$ cat config.mk
export PLATFORM = sky130hd
export DESIGN_NAME = bfc_flow
export DESIGN_NICKNAME = d
export VERILOG_FILES = /design/src/design/bfc_pkg.sv /design/src/design/bfc_flow.sv /design/src/design/bfc_cond.sv /design/src/design/bfc_cmpi.sv
export SDC_FILE = /design/constraint.sdc
export NUM_CORES = 1
export LEC_CHECK = 0
export ABC_AREA = 1
export BUFFER_PORTS_ARGS = -buffer_cell sky130_fd_sc_hd__buf_2
export CAP_MARGIN = 0
export CORE_AREA = 3 3 143 159
export CTS_CLUSTER_SIZE = 10
export DETAILED_ROUTE_END_ITERATION = 12
export DIE_AREA = 0 0 146 162
export PLACE_DENSITY = 0.72
export SLEW_MARGIN = 20
export SYNTH_ARGS = -nofsm -noshare
export SYNTH_HDL_FRONTEND = slang
export SYNTH_SLANG_ARGS = --single-unit
$ cat constraint.sdc
create_clock -name REF_CLK -period 8.8 [get_ports REF_CLK]
set_input_delay 1.76 -clock REF_CLK [delete_from_list [all_inputs] [get_ports REF_CLK]]
set_output_delay 1.76 -clock REF_CLK [all_outputs]
set_load 0.01 [all_outputs]
$ cat src/design/bfc_pkg.sv
package bfc_pkg;
  // ----------------------------------------
  // register map
  // ----------------------------------------
  localparam logic [7:0] OFS_CTRL = 8'h00;
  localparam logic [7:0] OFS_OPND = 8'h04;
  localparam logic [7:0] OFS_OFFS = 8'h08;
  localparam logic [7:0] OFS_ZPTR = 8'h0c;
  localparam logic [7:0] OFS_PC = 8'h10;
  localparam logic [7:0] OFS_FLAGS = 8'h14;
  localparam logic [7:0] OFS_NEXT = 8'h18;
  localparam logic [7:0] OFS_STAT = 8'h1c;
  localparam int CTRL_OP_LSB = 0;
  localparam int CTRL_SEL_LSB = 5;
  localparam int OPND_RD_LSB = 0;
  localparam int OPND_RR_LSB = 8;
  localparam int OPND_IO_LSB = 16;
  localparam int STAT_BUSY = 0;
  localparam int STAT_TAKEN = 1;
  localparam int STAT_CYC_LSB = 4;
  // ----------------------------------------
  // status flag positions
  // ----------------------------------------
  localparam logic [2:0] FLG_C = 3'h0;
  localparam logic [2:0] FLG_Z = 3'h1;
  localparam logic [2:0] FLG_N = 3'h2;
  localparam logic [2:0] FLG_V = 3'h3;
  localparam logic [2:0] FLG_S = 3'h4;
  localparam logic [2:0] FLG_H = 3'h5;
  localparam logic [2:0] FLG_T = 3'h6;
  localparam logic [2:0] FLG_I = 3'h7;
  // ----------------------------------------
  // reset values
  // ----------------------------------------
  localparam logic [15:0] RST_PC = 16'h0000;
  localparam logic [15:0] RST_ZPTR = 16'h0000;
  localparam logic [7:0] RST_FLAGS = 8'h00;
  // ----------------------------------------
  // operation codes
  // ----------------------------------------
  localparam logic [4:0] OP_INDIRECT_JUMP = 5'h00;
  localparam logic [4:0] OP_INDIRECT_CALL = 5'h01;
  localparam logic [4:0] OP_RELATIVE_JUMP = 5'h02;
  localparam logic [4:0] OP_RELATIVE_CALL = 5'h03;
  localparam logic [4:0] OP_COMPARE_SKIP_EQUAL = 5'h04;
  localparam logic [4:0] OP_SKIP_REG_BIT_CLEAR = 5'h05;
  localparam logic [4:0] OP_SKIP_REG_BIT_SET = 5'h06;
  localparam logic [4:0] OP_SKIP_IO_BIT_CLEAR = 5'h07;
  localparam logic [4:0] OP_SKIP_IO_BIT_SET = 5'h08;
  localparam logic [4:0] OP_COMPARE_IMMEDIATE = 5'h09;
  localparam logic [4:0] OP_BRANCH_FLAG_SET = 5'h0a;
  localparam logic [4:0] OP_BRANCH_FLAG_CLEAR = 5'h0b;
  localparam logic [4:0] OP_BRANCH_SIGNED_GE = 5'h0c;
  localparam logic [4:0] OP_BRANCH_SIGNED_LT = 5'h0d;
  localparam logic [4:0] OP_BRANCH_SAME_HIGHER = 5'h0e;
  localparam logic [4:0] OP_BRANCH_HALFCARRY_SET = 5'h0f;
  localparam logic [4:0] OP_BRANCH_HALFCARRY_CLEAR = 5'h10;
  localparam logic [4:0] OP_BRANCH_TRANSFER_SET = 5'h11;
  localparam logic [4:0] OP_BRANCH_TRANSFER_CLEAR = 5'h12;
  localparam logic [4:0] OP_BRANCH_OVERFLOW_SET = 5'h13;
  localparam logic [4:0] OP_BRANCH_OVERFLOW_CLEAR = 5'h14;
  localparam logic [4:0] OP_BRANCH_IRQ_ENABLED = 5'h15;
  localparam logic [4:0] OP_BRANCH_IRQ_DISABLED = 5'h16;
  localparam logic [4:0] OP_BRANCH_MINUS = 5'h17;
  localparam logic [4:0] OP_BRANCH_PLUS = 5'h18;
  localparam logic [4:0] OP_BRANCH_EQUAL = 5'h19;
  localparam logic [4:0] OP_BRANCH_NOT_EQUAL = 5'h1a;
  localparam logic [4:0] OP_BRANCH_CARRY_SET = 5'h1b;
  localparam logic [4:0] OP_BRANCH_CARRY_CLEAR = 5'h1c;
  // ----------------------------------------
  // cycle counts
  // ----------------------------------------
  localparam logic [1:0] CYC_ONE = 2'h1;
  localparam logic [1:0] CYC_TWO = 2'h2;
  localparam logic [1:0] CYC_THREE = 2'h3;
  localparam logic [1:0] CYC_JUMP = 2'h2;
  localparam logic [1:0] CYC_CALL = 2'h3;
  typedef enum logic {ST_IDLE, ST_EXEC} bfc_phase_t;
endpackage : bfc_pkg

$ cat src/design/bfc_flow.sv
`timescale 1ns/1ps
// What this block does
// [RQ1] indirect jump loads PC from Z pointer, taking two cycles
// [RQ2] indirect call loads PC from Z pointer, taking three cycles
// [RQ3] compare-skip-equal skips next instruction on equal registers, flags untouched
// [RQ4] register bit-test skips on bit clear or set, flags untouched
// [RQ5] I/O bit-test skips on bit zero or one, flags untouched
// [RQ6] compare-immediate subtracts constant, updates Z N V C H in one cycle
// [RQ7] generic flag branches jump to PC+k+1 on selected bit set/clear
// [RQ8] signed ge/lt branches taken on N xor V zero/one
// [RQ9] same-or-higher branch taken when carry is zero
// [RQ10] half-carry branches taken on H one or zero
// [RQ11] transfer-flag branches taken on T one or zero
// [RQ12] overflow branches taken on V one or zero
// [RQ13] interrupt-state branches taken on I one or zero
// [RQ14] sign branches taken on N one or zero
// [RQ15] equality branches taken on Z one or zero
// [RQ16] carry branches taken on C one or zero, two cycles when taken
// [RQ17] offset is a signed word count added to incremented PC
// [RQ18] skip costs 1 untaken, 2 over one word, 3 over two
module bfc_flow import bfc_pkg::*; (
  input wire logic REF_CLK,
  input wire logic SYS_RST,
  input wire logic PSEL,
  input wire logic PENABLE,
  input wire logic PWRITE,
  input wire logic [7:0] PADDR,
  input wire logic [31:0] PWDATA,
  input wire logic [3:0] PSTRB,
  output logic PREADY,
  output logic [31:0] PRDATA,
  output logic PSLVERR,
  output logic BUSY,
  output logic [15:0] PROG_COUNTER
);
  // ----------------------------------------
  // state
  // ----------------------------------------
  typedef struct packed {
    logic [15:0] pc;
    logic [15:0] z;
    logic [7:0] flags;
    logic [7:0] rd;
    logic [7:0] rr;
    logic [7:0] io;
    logic [11:0] ofs;
    logic two_word;
    logic [4:0] op;
    bfc_phase_t phase;
    logic [1:0] cnt;
    logic [1:0] last_cyc;
    logic taken;
    logic [15:0] tgt;
    logic [7:0] flg_tgt;
    logic pready;
    logic pslverr;
    logic [31:0] prdata;
  } bfc_regs_t;

  bfc_regs_t q;
  bfc_regs_t d;

  logic [4:0] lop;
  logic [2:0] lsel;
  logic legal;
  logic is_rel;
  logic is_skip;
  logic take;
  logic [7:0] cmp_flags;
  logic setup;
  logic commit;
  logic launch;
  logic busy;
  logic [15:0] rel_tgt;
  logic [15:0] pc_inc;
  logic [31:0] wmask;

  assign busy = q.phase == ST_EXEC;
  assign lop = PWDATA[CTRL_OP_LSB +: 5];
  assign lsel = PWDATA[CTRL_SEL_LSB +: 3];
  assign setup = PSEL && !PENABLE;
  assign commit = PSEL && PENABLE && PWRITE && q.pready && !q.pslverr;
  assign launch = commit && PADDR == OFS_CTRL && PSTRB[0];
  assign pc_inc = q.pc + 16'h0001;
  // offset widened with its sign, counted in words
  assign rel_tgt = pc_inc + {{4{q.ofs[11]}}, q.ofs}; // RQ17

  // ----------------------------------------
  // decode helpers
  // ----------------------------------------
  bfc_cond u_cond (
    .op(lop),
    .sel(lsel),
    .flags(q.flags),
    .rd(q.rd),
    .rr(q.rr),
    .io(q.io),
    .legal(legal),
    .is_rel(is_rel),
    .is_skip(is_skip),
    .take(take)
  );

  bfc_cmpi u_cmpi (
    .rd(q.rd),
    .k(q.rr),
    .flags_in(q.flags),
    .flags_out(cmp_flags)
  );

  generate
    for (genvar b = 0; b < 4; b++) begin : g_mask
      assign wmask[8*b +: 8] = {8{PSTRB[b]}};
    end
  endgenerate

  // ----------------------------------------
  // next state
  // ----------------------------------------
  always_comb begin
    logic [31:0] cur;
    logic [31:0] nw;
    cur = 32'h0000_0000;
    nw = 32'h0000_0000;
    d = q;
    d.pready = 1'b0;
    d.pslverr = 1'b0;
    // answer prepared in setup so every output stays a flop
    if (setup) begin
      d.pready = 1'b1;
      d.prdata = 32'h0000_0000;
      unique case (PADDR)
        OFS_CTRL: begin
          d.prdata = {27'h0000000, q.op};
          // a new operation is refused while one runs
          d.pslverr = PWRITE && (busy || !legal);
        end
        OFS_OPND: d.prdata = {8'h00, q.io, q.rr, q.rd};
        OFS_OFFS: d.prdata = {20'h00000, q.ofs};
        OFS_ZPTR: d.prdata = {16'h0000, q.z};
        OFS_PC: d.prdata = {16'h0000, q.pc};
        OFS_FLAGS: d.prdata = {24'h000000, q.flags};
        OFS_NEXT: d.prdata = {31'h00000000, q.two_word};
        OFS_STAT: begin
          d.prdata = {24'h000000, 2'h0, q.last_cyc, 2'h0, q.taken, busy};
          d.pslverr = PWRITE;
        end
        default: d.pslverr = 1'b1;
      endcase
      // operands stay frozen while an operation runs
      if (PWRITE && busy) begin
        d.pslverr = 1'b1;
      end
    end
    if (commit) begin
      unique case (PADDR)
        OFS_OPND: cur = {8'h00, q.io, q.rr, q.rd};
        OFS_OFFS: cur = {20'h00000, q.ofs};
        OFS_ZPTR: cur = {16'h0000, q.z};
        OFS_PC: cur = {16'h0000, q.pc};
        OFS_FLAGS: cur = {24'h000000, q.flags};
        OFS_NEXT: cur = {31'h00000000, q.two_word};
        default: cur = 32'h0000_0000;
      endcase
      nw = (cur & ~wmask) | (PWDATA & wmask);
      unique case (PADDR)
        OFS_OPND: begin
          d.rd = nw[OPND_RD_LSB +: 8];
          d.rr = nw[OPND_RR_LSB +: 8];
          d.io = nw[OPND_IO_LSB +: 8];
        end
        OFS_OFFS: d.ofs = nw[11:0];
        OFS_ZPTR: d.z = nw[15:0];
        OFS_PC: d.pc = nw[15:0];
        OFS_FLAGS: d.flags = nw[7:0];
        OFS_NEXT: d.two_word = nw[0];
        default: d.two_word = q.two_word;
      endcase
    end
    if (launch) begin
      d.op = lop;
      d.phase = ST_EXEC;
      d.taken = take;
      d.flg_tgt = q.flags;
      d.tgt = pc_inc;
      d.cnt = CYC_ONE;
      if (lop == OP_INDIRECT_JUMP) begin
        d.tgt = q.z; // RQ1
        d.cnt = CYC_JUMP; // RQ1
      end else if (lop == OP_INDIRECT_CALL) begin
        d.tgt = q.z; // RQ2
        d.cnt = CYC_CALL; // RQ2
      end else if (lop == OP_COMPARE_IMMEDIATE) begin
        d.flg_tgt = cmp_flags; // RQ6
      end else if (is_rel && take) begin
        d.tgt = rel_tgt; // RQ7
        d.cnt = (lop == OP_RELATIVE_CALL) ? CYC_CALL : CYC_TWO; // RQ16
      end else if (is_skip && take) begin
        d.tgt = q.two_word ? q.pc + 16'h0003 : q.pc + 16'h0002; // RQ18
        d.cnt = q.two_word ? CYC_THREE : CYC_TWO; // RQ18
      end
      d.last_cyc = d.cnt;
    end
    // pc and flags move only on the last cycle of the operation
    if (busy) begin
      d.cnt = q.cnt - 2'h1;
      if (q.cnt == CYC_ONE) begin
        d.pc = q.tgt;
        d.flags = q.flg_tgt; // RQ3
        d.phase = ST_IDLE;
      end
    end
  end

  always_ff @(posedge REF_CLK or posedge SYS_RST) begin
    if (SYS_RST) begin
      q <= '{pc: RST_PC, z: RST_ZPTR, flags: RST_FLAGS, phase: ST_IDLE,
             default: '0};
    end else begin
      q <= d;
    end
  end

  assign PREADY = q.pready;
  assign PRDATA = q.prdata;
  assign PSLVERR = q.pslverr;
  assign BUSY = busy;
  assign PROG_COUNTER = q.pc;
endmodule : bfc_flow

$ cat src/design/bfc_cond.sv
`timescale 1ns/1ps
module bfc_cond import bfc_pkg::*; (
  input wire logic [4:0] op,
  input wire logic [2:0] sel,
  input wire logic [7:0] flags,
  input wire logic [7:0] rd,
  input wire logic [7:0] rr,
  input wire logic [7:0] io,
  output logic legal,
  output logic is_rel,
  output logic is_skip,
  output logic take
);
  always_comb begin
    legal = 1'b1;
    is_rel = 1'b1;
    is_skip = 1'b0;
    take = 1'b0;
    case (op)
      OP_INDIRECT_JUMP, OP_INDIRECT_CALL, OP_COMPARE_IMMEDIATE: begin
        is_rel = 1'b0;
        take = op != OP_COMPARE_IMMEDIATE;
      end
      OP_RELATIVE_JUMP, OP_RELATIVE_CALL: take = 1'b1;
      OP_COMPARE_SKIP_EQUAL: begin
        is_rel = 1'b0;
        is_skip = 1'b1;
        take = rd == rr; // RQ3
      end
      OP_SKIP_REG_BIT_CLEAR, OP_SKIP_REG_BIT_SET: begin
        is_rel = 1'b0;
        is_skip = 1'b1;
        take = rr[sel] == (op == OP_SKIP_REG_BIT_SET); // RQ4
      end
      OP_SKIP_IO_BIT_CLEAR, OP_SKIP_IO_BIT_SET: begin
        is_rel = 1'b0;
        is_skip = 1'b1;
        take = io[sel] == (op == OP_SKIP_IO_BIT_SET); // RQ5
      end
      OP_BRANCH_FLAG_SET: take = flags[sel]; // RQ7
      OP_BRANCH_FLAG_CLEAR: take = !flags[sel]; // RQ7
      OP_BRANCH_SIGNED_GE: take = !(flags[FLG_N] ^ flags[FLG_V]); // RQ8
      OP_BRANCH_SIGNED_LT: take = flags[FLG_N] ^ flags[FLG_V]; // RQ8
      OP_BRANCH_SAME_HIGHER: take = !flags[FLG_C]; // RQ9
      OP_BRANCH_HALFCARRY_SET: take = flags[FLG_H]; // RQ10
      OP_BRANCH_HALFCARRY_CLEAR: take = !flags[FLG_H]; // RQ10
      OP_BRANCH_TRANSFER_SET: take = flags[FLG_T]; // RQ11
      OP_BRANCH_TRANSFER_CLEAR: take = !flags[FLG_T]; // RQ11
      OP_BRANCH_OVERFLOW_SET: take = flags[FLG_V]; // RQ12
      OP_BRANCH_OVERFLOW_CLEAR: take = !flags[FLG_V]; // RQ12
      OP_BRANCH_IRQ_ENABLED: take = flags[FLG_I]; // RQ13
      OP_BRANCH_IRQ_DISABLED: take = !flags[FLG_I]; // RQ13
      OP_BRANCH_MINUS: take = flags[FLG_N]; // RQ14
      OP_BRANCH_PLUS: take = !flags[FLG_N]; // RQ14
      OP_BRANCH_EQUAL: take = flags[FLG_Z]; // RQ15
      OP_BRANCH_NOT_EQUAL: take = !flags[FLG_Z]; // RQ15
      OP_BRANCH_CARRY_SET: take = flags[FLG_C]; // RQ16
      OP_BRANCH_CARRY_CLEAR: take = !flags[FLG_C]; // RQ16
      default: begin
        legal = 1'b0;
        is_rel = 1'b0;
      end
    endcase
  end
endmodule : bfc_cond

$ cat src/design/bfc_cmpi.sv
`timescale 1ns/1ps
module bfc_cmpi import bfc_pkg::*; (
  input wire logic [7:0] rd,
  input wire logic [7:0] k,
  input wire logic [7:0] flags_in,
  output logic [7:0] flags_out
);
  logic [7:0] res;
  // result is only looked at, never written back
  always_comb begin
    res = rd - k; // RQ6
    flags_out = flags_in;
    flags_out[FLG_Z] = res == 8'h00; // RQ6
    flags_out[FLG_N] = res[7]; // RQ6
    flags_out[FLG_V] = (rd[7] & !k[7] & !res[7]) | (!rd[7] & k[7] & res[7]);
    flags_out[FLG_C] = (!rd[7] & k[7]) | (k[7] & res[7]) | (res[7] & !rd[7]);
    flags_out[FLG_H] = (!rd[3] & k[3]) | (k[3] & res[3]) | (res[3] & !rd[3]);
  end
endmodule : bfc_cmpi

== Word level (Yosys, flattened, before mapping) ==
Cells that the tools add are included.

* Register bits: 146
* Word-level logic and storage cells: 175
* Input bits: 49
* Output and inout port bits: 51

* Muxes and demuxes: 46
* Reductions and logical operators: 45
* Add/subtract/negate cells: 6
* Equal/unequal tests: 40
* Order comparisons: 1
* Bitwise logic cells: 19

{| class="wikitable"
|+ Operators with widths
! cell !! number
|-
| $pmux 24 s8 || 1
|-
| $mux 16 || 10
|-
| $pmux 24 s6 || 1
|-
| $mux 77 || 1
|-
| $eq 5x5->1 const B || 13
|-
| $and 24x24->24 || 2
|-
| $mux 24 || 2
|-
| $eq 5x4->1 const B || 8
|-
| $mux 34 || 1
|-
| $add 16x2->16 const B || 2
|-
| $eq 8x5->1 const B || 4
|-
| $mux 30 || 1
|-
| $reduce_or 29->1 || 1
|-
| $mux 8 || 3
|-
| $not 24->24 || 1
|-
| $or 24x24->24 || 1
|-
| $pmux 1 s23 || 1
|-
| $reduce_or 21->1 || 1
|-
| $eq 5x3->1 const B || 4
|-
| $mux 6 || 3
|-
| $add 16x1->16 const B || 1
|-
| $add 16x16->16 || 1
|-
| $eq 8x4->1 const B || 2
|-
| $logic_not 1->1 || 16
|-
| 29 further kinds || 76
|}

== Logic depth before layout (Yosys ltp) ==
* Word-level depth: 13
* Mapped depth: 20
* Gate-level depth less buffers: 20

== Modules after synthesis ==
From an unflattened synthesis, not the netlist that was laid out.

* Cell total of the unflattened synthesis: 1,544
* Area total of the unflattened synthesis: 10,326.2 µm²

{| class="wikitable"
|+ Modules (own cells, without submodules)
! module !! instances !! area an instance (µm²) !! cells an instance
|-
| bfc_flow || 1 || 8,969.9 || 1,262
|-
| bfc_cond || 1 || 873.3 || 202
|-
| bfc_cmpi || 1 || 483.0 || 80
|}

== Least setup slack after synthesis ==
No wires, ideal clock.

* Kind: input-to-reg
* Start point: input PWRITE
* End point: register q[117] (netlist bit)
* Data required time: 8.675 ns
* Cell stages on the path: 6
* Slack: 5.387 ns
* Path buffers: 1
* Library setup time: 0.125 ns
* Arrival: 3.288 ns
* Path through: inv_1 > nor4_2 > clkinv_1 > nor2_1 > buf_2 > mux2_2

* Longest elaborated chain between the ends: 4

{| class="wikitable"
|+ Ends and longest elaborated chain
! element !! line !! source
|-
| from (decl) || bfc_flow.sv:26 || <nowiki>input wire logic PWRITE,</nowiki>
|-
| $logic_and 1x1->1 (3 in a row) || bfc_flow.sv:82 || <nowiki>assign commit = PSEL && PENABLE && PWRITE && q.pready && !q.pslverr;</nowiki>
|-
| $reduce_and 2->1 (no source line) || n/a ||
|-
| to (signal assigned) || bfc_flow.sv:217 || <nowiki>q <= '{pc: RST_PC, z: RST_ZPTR, flags: RST_FLAGS, phase: ST_IDLE,</nowiki>
|-
| to (decl) || bfc_flow.sv:60 || <nowiki>bfc_regs_t q;</nowiki>
|}

No other way between the ends.
A chain may end at the register's enable or synchronous reset.

== Worst setup path after layout ==
* Start point: input PADDR[6]
* End point: register q[102] (netlist bit)

* Longest elaborated chain between the ends: 5
* Elaborated cells on any way between the ends: 11

{| class="wikitable"
|+ Ends and longest elaborated chain
! element !! line !! source
|-
| from (decl) || bfc_flow.sv:27 || <nowiki>input wire logic [7:0] PADDR,</nowiki>
|-
| $eq 8x5->1, or another cell as far along || bfc_flow.sv:156 || <nowiki>unique case (PADDR)</nowiki>
|-
| $pmux 24 s6 || bfc_flow.sv:156 ||
|-
| $mux 24 || bfc_flow.sv:155 || <nowiki>if (commit) begin</nowiki>
|-
| $and 24x24->24 || bfc_flow.sv:165 || <nowiki>nw = (cur & ~wmask) | (PWDATA & wmask);</nowiki>
|-
| $or 24x24->24 || bfc_flow.sv:165 ||
|}

Several ways; a longest one is shown, not always the timed one. The select of a mux whose other input is x is not followed.

==> impl_metrics.csv <==
group,metric,value,unit
setup_path,crit_path_max_incr_delay,0.62,ns
power,vdd_drop_max,0.000123,V
min_path,hold_path_end,"PRDATA[4]$_DFFE_PP0P_",
synth,synth-seq-cells,138,
setup_path,path_class,"in2reg",
timing,rsz0062_at_grt,"no",
cts,post-cts-setup-buffers,0,
setup_path,r2r_end,"q[56]$_DFFE_PP0P_",
setup_path,crit_arrival,4.67,ns
outcome,status,"finished, final reports clean",
setup_path,rr_worst_depth,19,
timing,finalSetupViolCount,0,
synth,synth_area,9720,um^2
power,p_per_area,145,nW/um^2
timing,period_share,0.496,
global_route,grt_max_degree,82,
drt,viasPerCell,5.55,
min_path,whs_path_depth,2,
drt,dr.pass1.iters,5,
flow_run,max_cap_violations,0,
layout,fin_area,10600,um^2
drt,drc_errors,0,
setup_path,slowest_stage,"nand2_1",
drt,wl_per_cell,17.9,um
synth,synth_edf_count,0,
floorplanning,dieWidth,146,um
floorplanning,num_io_pins,100,
global_route,grt_pass1_vias,8825,
setup_path,r2r_start,"PROG_COUNTER[2]$_DFF_PP0_",
power,internal_power,1.15,mW
place,place_congestion,0.972,
place,dp_hpwl,22200,um
layout,post-route-util,0.499,
place,io_buffer_count,82,
layout,diodes,0,
drt,wl,30100,um
cts,holdBufCountCts,0,
layout,drive_gt1_frac,0.117,
min_path,hold_class,"reg2reg",
cts,htree_num_levels,4,
power,total_power,1.53,mW
layout,final_cells,1683,
global_route,grt_pass1_wl,47500,um
synth,synth_cell_types,50,
drt,num_vias,9336,
power,p_sw,0.389,mW
cts,insertion_delay,0.43,ns
place,post-place-ws,4.16,ns
global_route,grt-ovfl-total,0,
setup_path,cpMostUsedCell,"nand2_1",
min_path,hp-start,"PRDATA[4]$_DFFE_PP0P_",
timing,tns,0,ns
floorplanning,die_h,162,um
setup_path,worst-path-buf-inv,3,
cts,clock_sinks,138,
floorplanning,core_region_area,21200,um^2
setup_path,crit_path_start_kind,"primary input",
power,comb_power_share,0.082,
timing,skew,0.0101,ns
cts,cts-root-buf,"clkbuf_16",
setup_path,critPathMaxFanout,20,
timing,hold_ws,0.475,ns
timing,timing.final.hold_violations,0,
setup_path,required,9.11,ns
power,p_sw_frac,0.254,
cts,clk_pin_slew,0.06,ns
timing,setup_slack,4.44,ns
power,p_seq_frac,0.419,
cts,tritoncts,"yes",
setup_path,worstSetupEndpointType,"flip-flop",
setup_path,path_delay_family,"compound AO/OA/AOI/OAI gates",
floorplanning,start_util,0.458,
synth,yosysWarnings,0,
synth,seq_area_frac_synth,0.355,
synth,netlist_instances,1361,
synth,synth_ff_type,"dfrtp_1",
global_route,antenna_found_initial,0,
drt,ant_nets,0,
cts,cts_buffers,17,
timing,max_freq,229,MHz
floorplanning,rows,56,
place,dpl_cell_area,9970,um^2
place,place_inst,1651,
cts,clockBufferDepth,2,
power,leakagePower,5.51,nW
layout,syn2layout_area_growth,8.98,%
timing,worst_pin_slew,1.05,ns
drt,dr.first_iter.drc_count,945,
timing,min_period,4.36,ns
setup_path,r2r_slack,5.17,ns
setup_path,cp.depth,11,
cts,cts_resized,0,
layout,layout.nets,1462,
timing,drv_slew,0,
global_route,grt.total_usage,0.253,
power,p_clk_frac,0.500,
synth,synthArstFlopShare,1.00,
setup_path,path_cells,"buf_2 -> inv_1 -> nand2_1 -> nor2_1 -> nand2_1 -> inv_1 -> nand2_1 -> o21ai_0 -> a211oi_1 -> o21ai_0 -> mux2_2",
timing,slew_headroom,0.295,
synth,syn_area_per_cell,7.14,um^2
floorplanning,dieArea,23700,um^2
-- flip-flops by register name, indices dropped and copies added, names as in the netlist --
register	flops
PSLVERR	1
PROG_COUNTER	16
BUSY	1
q	95
PREADY	1
PRDATA	24
-- logic make-up after synthesis --
group,count (synthesis),share of synthesized area
and+or+nand+nor,569,0.244
AOI/OAI and AO/OA,297,0.170
buffers and inverters,262,0.126
DFF,138,0.355
xor gates and xnor gates,44,0.0396
adders and majority gates,33,0.0448
muxes,17,0.0197
other,1,0.000386
-- worst max-delay path by stage --
| stage | startpoint | to | slack, ns |
|---|---|---|---|
| floorplan | SYS_RST | BUSY$_DFF_PP0_ | 3.34 |
| global placement | PADDR[5] | q[118]$_DFFE_PP0P_ | 4.22 |
| detailed placement | PADDR[6] | q[102]$_DFFE_PP0P_ | 4.16 |
| CTS | PADDR[6] | q[102]$_DFFE_PP0P_ | 4.59 |
| global route | PADDR[5] | PROG_COUNTER[0]$_DFF_PP0_ | 4.34 |
| finish | PADDR[6] | q[102]$_DFFE_PP0P_ | 4.44 |
-- per-layer routing --
metal / vias to the layer above / track usage / wire (um)
met5: - / 0 / 0
met4: 0 / 0.0958 / 1150
met1: 4366 / 0.330 / 12500
li1: 4431 / - / -
met3: 96 / 0.0561 / 2410
met2: 443 / 0.413 / 14000
-- power by group through the flow --
| stage | Sequential (mW) | Combinational (mW) | Clock (mW) |
|---|---|---|---|
| after floorplan | 0.653 | 0.0890 | 0 |
| after global placement | 0.654 | 0.123 | 0 |
| after detailed placement | 0.654 | 0.124 | 0 |
| after CTS | 0.643 | 0.124 | 0.768 |
| after global routing | 0.643 | 0.139 | 0.799 |
| final | 0.643 | 0.125 | 0.767 |
-- tightest hold or removal path, cell delays in order (launching register included) --
cell     delay [ns]
dfrtp_1        0.34
nand2_1        0.05
nand2_1        0.05
-- cell usage in the layout, fill, tap and decap left out, types with 6 or more instances in the layout --
master	count
o22ai_1	25
conb_1	8
o21ai_1	10
ha_1	30
nand4_1	8
inv_2	8
buf_4	6
dfrtp_1	138
o21ai_0	102
nand2_1	340
clkbuf_16	17
nor2_2	6
a21oi_1	109
nor3_1	10
a31oi_1	8
xnor2_1	11
clkinv_2	6
a22oi_1	9
buf_2	82
inv_1	155
nand3_1	69
mux2_2	17
o211ai_1	10
xor2_1	33
nor2_1	117
-- area by class of cell --
class                      instances  area (um^2)
clock inverter                    15          194
tap                              290          363
multi-input combinational        968         5070
fill                            2082        10600
timing repair buffer              88          455
inverter                         167          632
sequential                       138         3450
clock buffer                      17          425
-- Yosys cell counts (8+ instances only) --
library cell,number,area [um^2]
dfrtp_1,138,3450
o211ai_1,10,75.1
mux2_2,17,191
a31oi_1,8,50.1
nand2_1,340,1280
xnor2_1,11,96.3
xor2_1,33,289
inv_2,8,30.0
o21ai_1,10,50.1
nand3_1,69,345
o22ai_1,25,156
ha_1,30,375
a22oi_1,9,67.6
nand4_1,8,50.1
nor3_1,10,50.1
o21ai_0,102,510
clkbuf_1,29,109
nor2_1,119,447
a21oi_1,109,546
inv_1,156,586
buf_4,54,405
No activity file was read; power rests on OpenSTA's default activity.
